File: config.mk
export PLATFORM = sky130hd
export DESIGN_NAME = boot_select
export DESIGN_NICKNAME = d
export VERILOG_FILES = /design/src/rtl/boot_opt_pkg.sv /design/src/rtl/strap_sync.sv /design/src/rtl/boot_select.sv
export VERILOG_INCLUDE_DIRS = /design/src /design/src/rtl
export SDC_FILE = /design/constraint.sdc
export NUM_CORES = 1
export LEC_CHECK = 0
export ABC_AREA = 1
export BUFFER_PORTS_ARGS = -buffer_cell sky130_fd_sc_hd__buf_4
export CAP_MARGIN = 20
export CORE_MARGIN = 1.5
export CORE_UTILIZATION = 40
export DETAILED_ROUTE_END_ITERATION = 7
export PLACE_DENSITY = 0.7
export SETUP_SLACK_MARGIN = 0.3
export SLEW_MARGIN = 10
export SYNTH_ARGS = -nofsm -noshare
export SYNTH_HDL_FRONTEND = slang
export SYNTH_SLANG_ARGS = --single-unit
export TNS_END_PERCENT = 30
File: constraint.sdc
create_clock -name clk_sys -period 1.35 [get_ports clk_sys]
set_input_delay 0.0675 -clock clk_sys [delete_from_list [all_inputs] [get_ports clk_sys]]
set_output_delay 0.0675 -clock clk_sys [all_outputs]
set_load 0.05 [all_outputs]
File: src/rtl/boot_opt_cfg.svh
// Constants for the boot select and option configuration block.
// Assumes one 25 MHz system clock and a synchronous active-low reset.
// How it works
// - Boot from application flash by default.
// - strap_b, strap_c low and bit4 low reboot.
// - strap_a low and bit5 low reboot.
// - Lock bit zero blocks flash and option access.
// - Inhibit zero keeps external table reads external.
// - Internal table reads may reach everything.
// - Encryption on encodes port 0 data.
// - Full-chip erase clears encryption enable; reset reloads it from bit2.
// - Option bit selects 6T or 12T clocking.
`ifndef BOOT_OPT_CFG_SVH
`define BOOT_OPT_CFG_SVH
`define OPT_LOCK_BIT 0
`define OPT_INHIBIT_BIT 1
`define OPT_ENCRYPT_BIT 2
`define OPT_CLK6T_BIT 3
`define OPT_REBOOT_BC_BIT 4
`define OPT_REBOOT_A_BIT 5
`define OPT_GAIN_BIT 7
`define OPT_RESET_VALUE 8'hff
`define SETTLE_CYCLES 4'h4
`endif

File: src/rtl/boot_opt_pkg.sv
// Types shared by the boot select and option configuration block.
// Assumes nothing beyond a SystemVerilog compiler.
package boot_opt_pkg;
    typedef enum logic [1:0] {
        ST_SETTLE = 2'b00,
        ST_SAMPLE = 2'b01,
        ST_RUN = 2'b11
    } boot_state_t;
    typedef struct packed {
        logic strap_a;
        logic strap_b;
        logic strap_c;
    } strap_t;
    typedef struct packed {
        logic reboot;
        logic clk_6t;
        logic half_gain;
    } boot_cfg_t;
endpackage

File: src/rtl/strap_sync.sv
// Two-stage synchroniser for a group of pin levels.
// Assumes the pins are asynchronous to clk_sys.
`timescale 1ns/1ps
module strap_sync #(
    parameter int WIDTH = 3
) (
    // Clock and reset
    input wire logic clk_sys,
    input wire logic rst_n,
    // Pins in, synchronised levels out
    input wire logic [WIDTH-1:0] pin_in,
    output logic [WIDTH-1:0] pin_sync
);
    logic [WIDTH-1:0] meta_r;
    initial begin
        if (WIDTH < 1) begin
            $error("strap_sync width must be at least one");
        end
    end
    // Reset to ones: a released strap reads high, so reset never reboots.
    always_ff @(posedge clk_sys) begin
        if (!rst_n) begin
            meta_r <= {WIDTH{1'b1}};
            pin_sync <= {WIDTH{1'b1}};
        end else begin
            meta_r <= pin_in;
            pin_sync <= meta_r;
        end
    end
endmodule // strap_sync

File: src/rtl/boot_select.sv
// Boot source selection, option bit decode and code protection gating.
// Assumes strap pins are asynchronous and option bits come from the
// non-volatile store, stable after reset; flash control is on clk_sys.
// Assumes the core and the programmer drive their requests on clk_sys,
// so only the straps need synchronising.
`timescale 1ns/1ps
`include "boot_opt_cfg.svh"
module boot_select
    import boot_opt_pkg::*;
#(
    parameter int SETTLE = `SETTLE_CYCLES
) (
    // Clock and reset
    input wire logic clk_sys,
    input wire logic rst_n,
    // Strap pins and non-volatile option byte
    input wire strap_t strap_in,
    input wire logic [7:0] option_bits,
    // Table read request from the core
    input wire logic table_read_req,
    input wire logic fetch_internal,
    input wire logic addr_internal,
    // Flash and option access requests from a programmer
    input wire logic access_req,
    input wire logic chip_erase_req,
    input wire logic encrypt_set_req,
    // Port 0 data path
    input wire logic [7:0] port0_data,
    input wire logic [7:0] encrypt_key,
    // Boot configuration
    output boot_cfg_t boot_cfg,
    output logic cfg_valid,
    // Access results
    output logic table_read_allow,
    output logic access_grant,
    output logic [7:0] port0_out,
    output logic encrypt_on
);
    // The settle count and the state give one sampling point per reset.
    boot_state_t state_r;
    strap_t strap_s;
    logic [3:0] settle_r;
    logic encrypt_r;
    logic unused_enc;

    // The synchroniser needs two edges before it shows pin levels, and the
    // settle counter is four bits wide, so it cannot count past 15.
    if (SETTLE < 2 || SETTLE > 15) begin : g_bad_settle
        $error("SETTLE must lie between 2 and 15");
    end

    // Straps come from board switches, so they cross into clk_sys here.
    // The synchroniser resets high, like an open strap, so a reset alone
    // never selects the loader flash.
    strap_sync #(
        .WIDTH(3)
    ) u_sync (
        .clk_sys(clk_sys),
        .rst_n(rst_n),
        .pin_in(strap_in),
        .pin_sync(strap_s)
    );

    // State decodes used by several processes.
    function automatic logic is_sample(input boot_state_t s);
        is_sample = (s == ST_SAMPLE);
    endfunction

    function automatic logic is_settle(input boot_state_t s);
        is_settle = (s == ST_SETTLE);
    endfunction

    // Either strap group, with its own enable low, picks the loader flash.
    function automatic logic reboot_decode(input strap_t s,
                                           input logic [7:0] o);
        logic via_bc;
        logic via_a;
        via_bc = !s.strap_b && !s.strap_c && !o[`OPT_REBOOT_BC_BIT];
        via_a = !s.strap_a && !o[`OPT_REBOOT_A_BIT];
        reboot_decode = via_bc || via_a;
    endfunction

    // Code that runs from inside may read anywhere. Code that runs from
    // outside reaches inside memory only while the inhibit bit is high,
    // which keeps a foreign program from dumping the internal code.
    function automatic logic table_gate(input logic req,
                                        input logic from_inside,
                                        input logic to_inside,
                                        input logic inhibit_n);
        table_gate = req && (from_inside || !to_inside || inhibit_n);
    endfunction

    // A programmer gets through only once the option byte has been taken
    // in and while the lock bit is still high.
    function automatic logic access_open(input logic req,
                                         input logic sampled,
                                         input logic lock_n);
        access_open = req && sampled && lock_n;
    endfunction

    // The cipher is a plain XOR with a key input; a stronger scheme can
    // replace this function without touching the rest of the block.
    function automatic logic [7:0] port0_encode(input logic enable,
                                                input logic [7:0] data,
                                                input logic [7:0] key);
        port0_encode = enable ? (data ^ key) : data;
    endfunction

    // The settle counter lets the synchroniser fill before the sample.
    // It stops in the later states, so it never wraps during a run.
    always_ff @(posedge clk_sys) begin
        if (!rst_n) begin
            settle_r <= 4'h0;
        end else if (is_settle(state_r)) begin
            settle_r <= settle_r + 4'h1;
        end
    end

    // Only a reset leaves ST_RUN, so the boot choice is never resampled.
    // sample once
    always_ff @(posedge clk_sys) begin
        if (!rst_n) begin
            state_r <= ST_SETTLE;
        end else begin
            unique case (state_r)
                ST_SETTLE: begin
                    // Both synchroniser flops hold pin levels by now.
                    if (settle_r == 4'(SETTLE - 1)) begin
                        state_r <= ST_SAMPLE;
                    end
                end
                ST_SAMPLE: begin
                    // Straps and option byte are taken in this one cycle.
                    state_r <= ST_RUN;
                end
                ST_RUN: begin
                    state_r <= ST_RUN;
                end
                default: begin
                    // The unused code restarts the settle, never the run.
                    state_r <= ST_SETTLE;
                end
            endcase
        end
    end

    // Reset clears reboot, so the application flash is the safe default.
    // default application flash
    always_ff @(posedge clk_sys) begin
        if (!rst_n) begin
            boot_cfg <= '0;
        end else if (is_sample(state_r)) begin
            boot_cfg.reboot <= reboot_decode(strap_s, option_bits);
            boot_cfg.clk_6t <= !option_bits[`OPT_CLK6T_BIT];
            boot_cfg.half_gain <= !option_bits[`OPT_GAIN_BIT];
        end
    end

    always_ff @(posedge clk_sys) begin
        if (!rst_n) begin
            cfg_valid <= 1'b0;
        end else if (is_sample(state_r)) begin
            cfg_valid <= 1'b1;
        end
    end

    // The enable reloads from the option byte at each sample, so a set
    // made by programming lasts only until the next reset re-reads it.
    // erase only clears
    always_ff @(posedge clk_sys) begin
        if (!rst_n) begin
            encrypt_r <= 1'b0;
        end else if (chip_erase_req) begin
            encrypt_r <= 1'b0;
        end else if (encrypt_set_req ||
                     (is_sample(state_r) &&
                      !option_bits[`OPT_ENCRYPT_BIT])) begin
            encrypt_r <= 1'b1;
        end
    end

    // A grant waits for the sample, so no access slips in during settle.
    // lock blocks access
    always_ff @(posedge clk_sys) begin
        if (!rst_n) begin
            access_grant <= 1'b0;
        end else begin
            access_grant <= access_open(access_req, cfg_valid,
                                        option_bits[`OPT_LOCK_BIT]);
        end
    end

    // The gate is evaluated every cycle; requests need no spacing.
    // inhibit gate, internal always
    always_ff @(posedge clk_sys) begin
        if (!rst_n) begin
            table_read_allow <= 1'b0;
        end else begin
            table_read_allow <= table_gate(table_read_req, fetch_internal,
                                           addr_internal,
                                           option_bits[`OPT_INHIBIT_BIT]);
        end
    end

    // The flag is registered beside the data, so both show the same
    // encryption state in the same cycle.
    // encode port 0
    always_ff @(posedge clk_sys) begin
        if (!rst_n) begin
            port0_out <= 8'h00;
            encrypt_on <= 1'b0;
        end else begin
            port0_out <= port0_encode(encrypt_r, port0_data, encrypt_key);
            encrypt_on <= encrypt_r;
        end
    end

    // Option bit 6 has no function here; it is read only so that the
    // whole byte is accounted for.
    assign unused_enc = option_bits[6];
endmodule // boot_select

==> results.yml, run 1 <==
outcome:
  outcome: "finished clean"
global_routing:
  grt_antenna_before_repair: 0
  grt_max_degree: 20
  grt_pass1_wl_mm: 3.86
  grt_pass1_vias: 1008
  grt.overflow.total: 0
  grt_use_total_pct: 18.8
clocking:
  clock_sinks: 28
  clock_path_buffers: 2
  clk_pin_slew_worst_paths_ps: 140
  insertion_delay_ps: 310
  cts_max_level: 1
  numCtsBuffers: 3
  cts_tree: "yes"
  root_buffer: "clkbuf_4"
  post_cts_buffers: 0
synth:
  synth_common_cells: "28 x dfxtp_1, 19 x nor2_1, 17 x nand2_1"
  ys_warn_count: 0
  synth_edf_count: 0
  synth_top_area_share_pct: 54.9
  syn_inst: 125
  yosysMostFrequentCell: "dfxtp_1"
  ys_seq_area_share_pct: 54.9
  synth_top_area_cell: "dfxtp_1"
  syn_area_um2: 1020
  synth-async-reset-ratio_pct: 0
  ys_types: 19
  synth_area_leaders: "dfxtp_1 55%, nor2_1 7.0%, a21oi_1 6.9%"
  synth_nets: 161
  synth-main-ff-cell: "dfxtp_1"
  syn_avg_cell_area_um2: 8.17
  synth-seq-cells: 28
power_and_ir_drop:
  power_frac_comb_pct: 30.0
  p_switching_uw: 631
  seq_power_share_pct: 50.2
  power_mw: 1.98
  clkPwrFrac_pct: 19.7
  power.leakage_nw: 0.824
  ir_drop_uv: 843
  intPower_mw: 1.35
  p_sw_share_pct: 31.8
  power_density_nw_per_um2: 1150
timing:
  relSlewSlack_pct: 83.9
  setup_tns_ps: 0
  max_freq_mhz: 989
  layout_min_cycle_time_ps: 1010
  min_period_over_period_pct: 74.9
  worst-slew-pin-transition_ps: 242
  skew_ps: 1.98
  rsz0062_at_grt: "true"
  final_hold_viol_count: 0
  setup_violations: 0
  postLayoutSetupSlackWorst_ps: 339
  drv_slew: 0
detailed_routing:
  drc_errors: 0
  routed_wl_mm: 2.49
  vias: 1058
  antenna_left: 0
  drtPass1Iterations: 4
  vias_per_cell: 4.56
  drt_iter0_drc: 10
  detail_route.wl_per_cell_um: 10.7
setup_path:
  critical_path_class: "reg2reg"
  path_delay_family: "flip-flops"
  slowest_delay_ps: 370
  critPathRequiredTime_ps: 1570
  cp_slowest_cell: "dfxtp_2"
  cp_cell_sequence: "ha_1 > nor3_1 > nor2_1"
  cp.arrival_ps: 1240
  cp-start-kind: "flop"
  cp_num_buf_inv: 0
  endpoint_kind: "flop"
  path_max_fanout: 5
place:
  pre_cts_slack_ps: 339
  port_buffers: 48
  place_area_um2: 1400
  finalWeightedCongestion: 0.697
  dp_hpwl_mm: 1.58
  dpl.cell_count: 200
cells_and_area:
  n_fill_cell: 181
  instances_no_fill: 232
  area_delta_synth_final_pct: 68.4
  num_antenna_cells: 0
  final_area_um2: 1720
  nets: 239
  drive_gt1_share_pct: 28.7
die:
  coreArea_um2: 2450
  dieArea_um2: 2860
  rows: 18
  die_w_um: 53.5
  start_util_pct: 41.6
  die_h_um: 53.5
  design.portCount: 50
run:
  maxCapViolations: 0
worst_hold_path:
  holdCritPathClass: "in2reg"
routing by layer:
layer  share of wire [%]  vias up  global-route usage (%)
met1                  41      465                    17.8
met3                 6.4        2                    3.95
met4                0.32        0                    7.26
met2                  52       39                    38.1
met5                   0        -                       0
li1                    -      552                       -
worst paths after layout:
kind	startpoint	to	slack (ps)	depth (start not counted)
worst max-delay path	settle_r[0]$_SDFFE_PN0N_	settle_r[1]$_SDFFE_PN0N_	340	3
worst max register to register	settle_r[0]$_SDFFE_PN0N_	settle_r[1]$_SDFFE_PN0N_	340	3
worst min register to register	u_sync.meta_r[0]$_SDFF_PN1_	u_sync.pin_sync[0]$_SDFF_PN1_	430	1
worst min-delay path	encrypt_key[7]	port0_out[7]$_SDFF_PN0_	10	3
registers in the layout, indices dropped and copies added, names as in the netlist:
register and cells:
access_grant 1, boot_cfg 3, cfg_valid 1, encrypt_on 1
encrypt_r 1, port0_out 8, settle_r 4, state_r 2
table_read_allow 1, u_sync.meta_r 3, u_sync.pin_sync 3
per-stage QoR:
stage	hold WS, ps	utilization (%)
CTS	9.29	70.0
floorplan	158	-
global placement	242	57.1
global route	3.19	70.0
detailed placement	249	57.1
finish	14.9	70.0
power groups by stage:
stage,Combinational (mW),Clock (mW),Sequential [mW]
6_report,0.596,0.392,0.996
5_1_grt,0.655,0.450,1.01
4_1_cts,0.595,0.415,0.994
3_5_place_dp,0.531,0,1.01
3_3_place_gp,0.516,0,1.01
2_1_floorplan,0.191,0,1.15
cell type report:
cell class | instances | area [µm²] | area share [%]
tap | 30 | 37.5 | 2.18
clock buffer | 4 | 36.3 | 2.11
sequential | 28 | 562 | 32.7
multi-input combinational | 81 | 390 | 22.7
inverter | 12 | 45.0 | 2.62
timing repair buffer | 77 | 648 | 37.7
logic make-up (layout without fill, tap and decap cells):
group                      after synthesis  count (layout)  share of synthesized area [%]
AOI/OAI and AO/OA                       21              21                           10.5
buffers and inverters                   16              93                           6.86
DFF                                     28              28                           54.9
and+or+nand+nor                         59              59                           26.5
adders and majority gates                1               1                           1.23
layout by cell type, fill, tap and decap left out, types with 2 or more instances in the layout:
cell / Yosys / layout
inv_2: 2 / 2
nand2_1: 17 / 17
o21ai_1: 3 / 3
dfxtp_1: 28 / 27
clkbuf_4: 0 / 3
buf_4: 2 / 49
o21ai_0: 3 / 3
or2_1: 7 / 7
nand3_1: 11 / 11
a21oi_1: 14 / 14
nor2_1: 19 / 19
inv_1: 10 / 10
dlygate4sd3_1: 0 / 28
worst min-delay path, stage by stage:
cell and delay [ps]:
buf_4 80, a21oi_1 50, nor2_1 100
timing repair:
action                                 CTS  global route
gates resized for setup                  0             1
hold buffers                            28             0
setup endpoints to repair                0             3
endpoints found under the hold margin   17             0
Note: power is estimated with default switching activity, not from simulation.
==> run 2: changes to the inputs <==
Clock period 1.35 ns to 1 ns, I/O delays scaled along.
==> run 2 against run 1 <==
Compared with the run above: the run now ends with hold timing left; critical endpoint is now boot_cfg[1]$_SDFFE_PN0N_; global-route usage up 0.40 points; die area unchanged; largest power group unchanged; combinational power up 62%; worst hold slack worse by 63 ps; non-clock buffer count up 4; via count up 1.2%; sequential share of layout area down 1.0 points; total power up 45%.
==> results.yml, run 2 (synthesis results as in run 1) <==
setup_path:
  critPathRequiredTime_ps: 1260
  cp.arrival_ps: 1170
  critical_path_class: "reg2reg"
  slowest_delay_ps: 410
  cp_num_buf_inv: 2
  crit_start: "state_r[0]$_SDFFE_PN0P_"
  cp_slowest_cell: "dfxtp_4"
  r2r-end: "boot_cfg[1]$_SDFFE_PN0N_"
  r2r_start: "state_r[0]$_SDFFE_PN0P_"
  path_max_fanout: 5
  critPathCapture: "boot_cfg[1]$_SDFFE_PN0N_"
  cp-start-kind: "flop"
  endpoint_kind: "flop"
  crit_cells: 5
  ff2ff_path_depth: 5
  cp_cell_sequence: "inv_4 > nor2_4 > buf_6 > o21ai_1 > a21oi_1"
  path_delay_family: "flip-flops"
  reg2reg_slack_ps: 80
cells_and_area:
  reg_top3: "port0_out x8, settle_r x4"
  regMostFlops: "port0_out"
  nets: 243
  instances_no_fill: 236
  area_delta_synth_final_pct: 81.6
  largest_register_ffs: 8
  layout_commonest_cell: "buf_4"
  final_cell_mix: "43 x buf_4, 26 x dlygate4sd3_1, 19 x nor2_1"
  num_antenna_cells: 0
  drive_gt1_share_pct: 38.8
  fin_util_pct: 75.5
clocking:
  hold_buffers: 26
  insertion_delay_ps: 320
  root_buffer: "clkbuf_4"
  clock_path_buffers: 2
  numCtsBuffers: 3
  clk_pin_slew_worst_paths_ps: 140
  cts_tree: "yes"
  clock_sinks: 28
  cts_max_level: 1
die:
  rows: 18
  start_util_pct: 41.6
  dieArea_um2: 2860
  design.portCount: 50
  die_h_um: 53.5
  die_w_um: 53.5
  coreArea_um2: 2450
detailed_routing:
  drc_errors: 0
  vias_per_cell: 4.54
  drtPass1Iterations: 4
  vias: 1071
  detail_route.wl_per_cell_um: 11.3
  drt_iter0_drc: 8
  antenna_left: 0
  routed_wl_mm: 2.66
timing:
  rsz0062_at_grt: "true"
  worst-slew-pin-transition_ps: 209
  relSlewSlack_pct: 86.1
  layout_min_cycle_time_ps: 916
  final_hold_viol_count: 1
  min_period_over_period_pct: 91.6
  max_freq_mhz: 1090
  skew_ps: 2.01
  holdWs_ps: -48.2
  setup_violations: 0
  drv_slew: 0
  setup_tns_ps: 0
place:
  dp_hpwl_mm: 1.55
  port_buffers: 48
  dpl.cell_count: 201
  finalWeightedCongestion: 0.644
global_routing:
  grt_use_total_pct: 19.2
  grt_max_degree: 20
  grt.overflow.total: 0
  grt_pass1_wl_mm: 3.92
  grt_antenna_before_repair: 0
  grt_pass1_vias: 1005
run:
  maxCapViolations: 0
outcome:
  violations: "hold timing"
  outcome: "finished, violations left"
power_and_ir_drop:
  ir_drop_uv: 1160
  power_density_nw_per_um2: 1550
  power.leakage_nw: 0.876
  power_mw: 2.88
worst_hold_path:
  holdCritPathClass: "in2reg"
## run 2: cell types whose count changed in the layout (fill, tap and decap cells not counted), sizes merged
| cell | before | now |
|---|---|---|
| dlygate4sd3 | 28 | 26 |
| buf | 49 | 55 |
## run 2: worst min-delay path by stage
stage,start,endpoint,slack (ps),cells after the start
floorplan,option_bits[7],boot_cfg[0]$_SDFFE_PN0N_,130,1
global placement,option_bits[3],boot_cfg[1]$_SDFFE_PN0N_,220,2
detailed placement,option_bits[7],boot_cfg[0]$_SDFFE_PN0N_,220,2
CTS,chip_erase_req,encrypt_r$_SDFFE_PP0P_,-60,3
global route,chip_erase_req,encrypt_r$_SDFFE_PP0P_,-60,3
finish,chip_erase_req,encrypt_r$_SDFFE_PP0P_,-50,3
## run 2: worst reg2reg max path, cell delays in order (launching register included)
cell and delay [ps]:
dfxtp_4 410, inv_4 40, nor2_4 120, buf_6 130, o21ai_1 50, a21oi_1 110
## run 2: per-stage QoR
stage                     cell area [µm²]  worst slack (ps)
after floorplan                      1030               146
final                                1850              83.5
after global routing                 1850              27.9
after detailed placement             1420              60.4
after global placement               1420               111
after CTS                            1800              80.8
## run 2: timing repair
| action | 4_1_cts | 5_1_grt |
|---|---|---|
| endpoints found under the setup margin | 33 | 36 |
| endpoints found under the hold margin | 17 | 1 |
| buffers inserted | 4 | 1 |
| gates resized for setup | 18 | 15 |
| pin swaps | 7 | 0 |
## run 2: area by class of cell
cell class                 count  area, µm²
multi-input combinational     81        405
fill                         171        601
clock buffer                   4       36.3
tap                           30       37.5
inverter                      12       47.5
sequential                    28        587
timing repair buffer          81        741
## run 2: layer usage
layer / part of all wire (%) / GRT usage, % / wire length, µm / vias up
met2: 53 / 38.9 / 1400 / 41
met4: 0.64 / 6.41 / 17 / 0
met3: 6.8 / 5.08 / 180 / 2
met5: 0 / 0 / 0 / -
li1: - / - / - / 563
met1: 40 / 17.9 / 1060 / 465
## run 2: power breakdown
group | switching [mW] | leakage (nW) | internal, mW | total (mW)
sequential | 0.105 | 0.237 | 1.27 | 1.38
combinational | 0.495 | 0.618 | 0.473 | 0.968
clock | 0.314 | 0.0210 | 0.222 | 0.536
total | 0.913 | 0.876 | 1.97 | 2.88
==> run 3: changes to the inputs <==
Settings changed: CORE_UTILIZATION 40 to 44, CTS_CLUSTER_DIAMETER set to 100, PLACE_DENSITY 0.7 to 0.77.
==> run 3 against run 2 <==
Compared with the run above: critical path type unchanged; register-to-register slack got worse by 40 ps; worst hold slack got worse by 8.2 ps; sequential power about the same; the run still ends with hold timing left.
==> results.yml, run 3 (synthesis results as in run 1) <==
outcome:
  outcome: "finished, violations left"
  violations: "hold timing"
setup_path:
  path_max_fanout: 6
  endpoint_kind: "flop"
  cp.arrival_ps: 1230
  cp-start-kind: "flop"
  r2r_start: "state_r[1]$_SDFFE_PN0P_"
  cp_cell_sequence: "nor2_4 > nand3_2 > nand2_1 > inv_1 > nor2_1"
  critical_path_class: "reg2reg"
  cp_slowest_cell: "dfxtp_4"
  cp_num_buf_inv: 1
  path_delay_family: "simple AND/OR/NAND/NOR gates"
  slowest_delay_ps: 400
  crit_start: "state_r[1]$_SDFFE_PN0P_"
  critPathRequiredTime_ps: 1270
timing:
  min_period_over_period_pct: 95.9
  layout_min_cycle_time_ps: 959
  skew_ps: 5.35
  final_hold_viol_count: 1
  holdWs_ps: -56.4
  worst-slew-pin-transition_ps: 207
  rsz0062_at_grt: "true"
  relSlewSlack_pct: 86.2
  postLayoutSetupSlackWorst_ps: 41.2
  drv_slew: 0
  setup_tns_ps: 0
  max_freq_mhz: 1040
  setup_violations: 0
clocking:
  clock_path_buffers: 2
  clock_sinks: 28
  insertion_delay_ps: 330
  clk_pin_slew_worst_paths_ps: 150
  root_buffer: "clkbuf_4"
  cts_tree: "yes"
  hold_buffers: 27
  numCtsBuffers: 3
  cts_max_level: 1
die:
  rows: 17
  design.portCount: 50
  die_h_um: 51.2
  coreArea_um2: 2190
  start_util_pct: 46.6
  dieArea_um2: 2620
  die_w_um: 51.2
cells_and_area:
  drive_gt1_share_pct: 41.8
  area_delta_synth_final_pct: 87.6
  largest_register_ffs: 8
  regMostFlops: "port0_out"
  register_area_um2: 589
  multi_input_area_um2: 420
  reg_top3: "port0_out x8, settle_r x4"
  final_cell_mix: "39 x buf_4, 27 x dlygate4sd3_1, 17 x nand2_1, 17 x nor2_1, 13 x dfxtp_1"
  layout_commonest_cell: "buf_4"
  nets: 245
  instances_no_fill: 236
  num_antenna_cells: 0
  n_fill_cell: 115
detailed_routing:
  drc_errors: 0
  routed_wl_mm: 3.36
  drtPass1Iterations: 5
  vias: 1187
  antenna_left: 0
  vias_per_cell: 5.03
  detail_route.wl_per_cell_um: 14.2
  drt_iter0_drc: 15
power_and_ir_drop:
  power.leakage_nw: 0.892
  power_mw: 3.14
  ir_drop_uv: 1250
  power_density_nw_per_um2: 1640
place:
  dpl.cell_count: 198
  finalWeightedCongestion: 0.645
  port_buffers: 48
  pre_cts_slack_ps: 69.7
  dp_hpwl_mm: 1.62
global_routing:
  grt_max_degree: 20
  grt_use_total_pct: 23.7
  grt_antenna_before_repair: 0
  grt_pass1_vias: 1143
  grt_pass1_wl_mm: 4.69
  grt.overflow.total: 0
worst_hold_path:
  hp-start: "chip_erase_req"
  holdCritPathClass: "in2reg"
run:
  maxCapViolations: 0
==> run 3: changes by cell type in the layout (fill, tap and decap cells not counted), sizes merged <==
| cell | change |
|---|---|
| buf | +1 |
| dlygate4sd3 | +1 |
| bufinv | +1 |
| clkbuf | -1 |
==> run 3: layout make-up <==
class                           count  share of cell area [%]
Timing Repair Buffer               83                    40.2
Sequential cell                    28                    30.8
Multi-Input combinational cell     81                    21.9
Inverter                           12                    2.48
Tap cell                           28                    1.83
Clock inverter                      1                    1.57
Clock buffer                        3                    1.18
==> run 3: layer usage <==
metal  track usage (%)  wire [µm]  up-vias
met2              45.7       1780       52
li1                  -          -      565
met5                 0          0        -
met4              8.11         50        0
met3              5.85        242        7
met1              24.5       1280      563
==> run 3: stage by stage <==
step	utilization, %	instance area [µm²]
final	87.4	1920
after global routing	87.4	1920
after CTS	83.2	1820
after detailed placement	64.3	1410
after global placement	64.3	1410
after floorplan	-	1030
==> run 3: worst paths after layout <==
kind                                                      end  slack (ps)  cells past startpoint
worst max-delay path                 settle_r[3]$_SDFFE_PN0N_          40                      5
worst min-delay path                   encrypt_r$_SDFFE_PP0P_         -60                      3
worst min register to register  u_sync.pin_sync[0]$_SDFF_PN1_         430                      1
worst max register to register       settle_r[3]$_SDFFE_PN0N_          40                      5
==> run 3: report_power, final <==
group	internal (mW)	switching [mW]
sequential	1.27	0.112
combinational	0.495	0.517
clock	0.405	0.338
==> run 3: worst min-delay path: cells and delay by family <==
family                 cells  cell delay, ps
and+or+nand+nor            1             100
buffers and inverters      1              80
AOI/OAI and AO/OA          1              30
==> run 3: repair_timing <==
item | 4_1_cts | 5_1_grt
gates cloned | 0 | 2
buffers inserted | 4 | 1
pin swaps | 3 | 6
endpoints found under the hold margin | 17 | 1
setup endpoints to repair | 33 | 36
resized for setup | 19 | 27
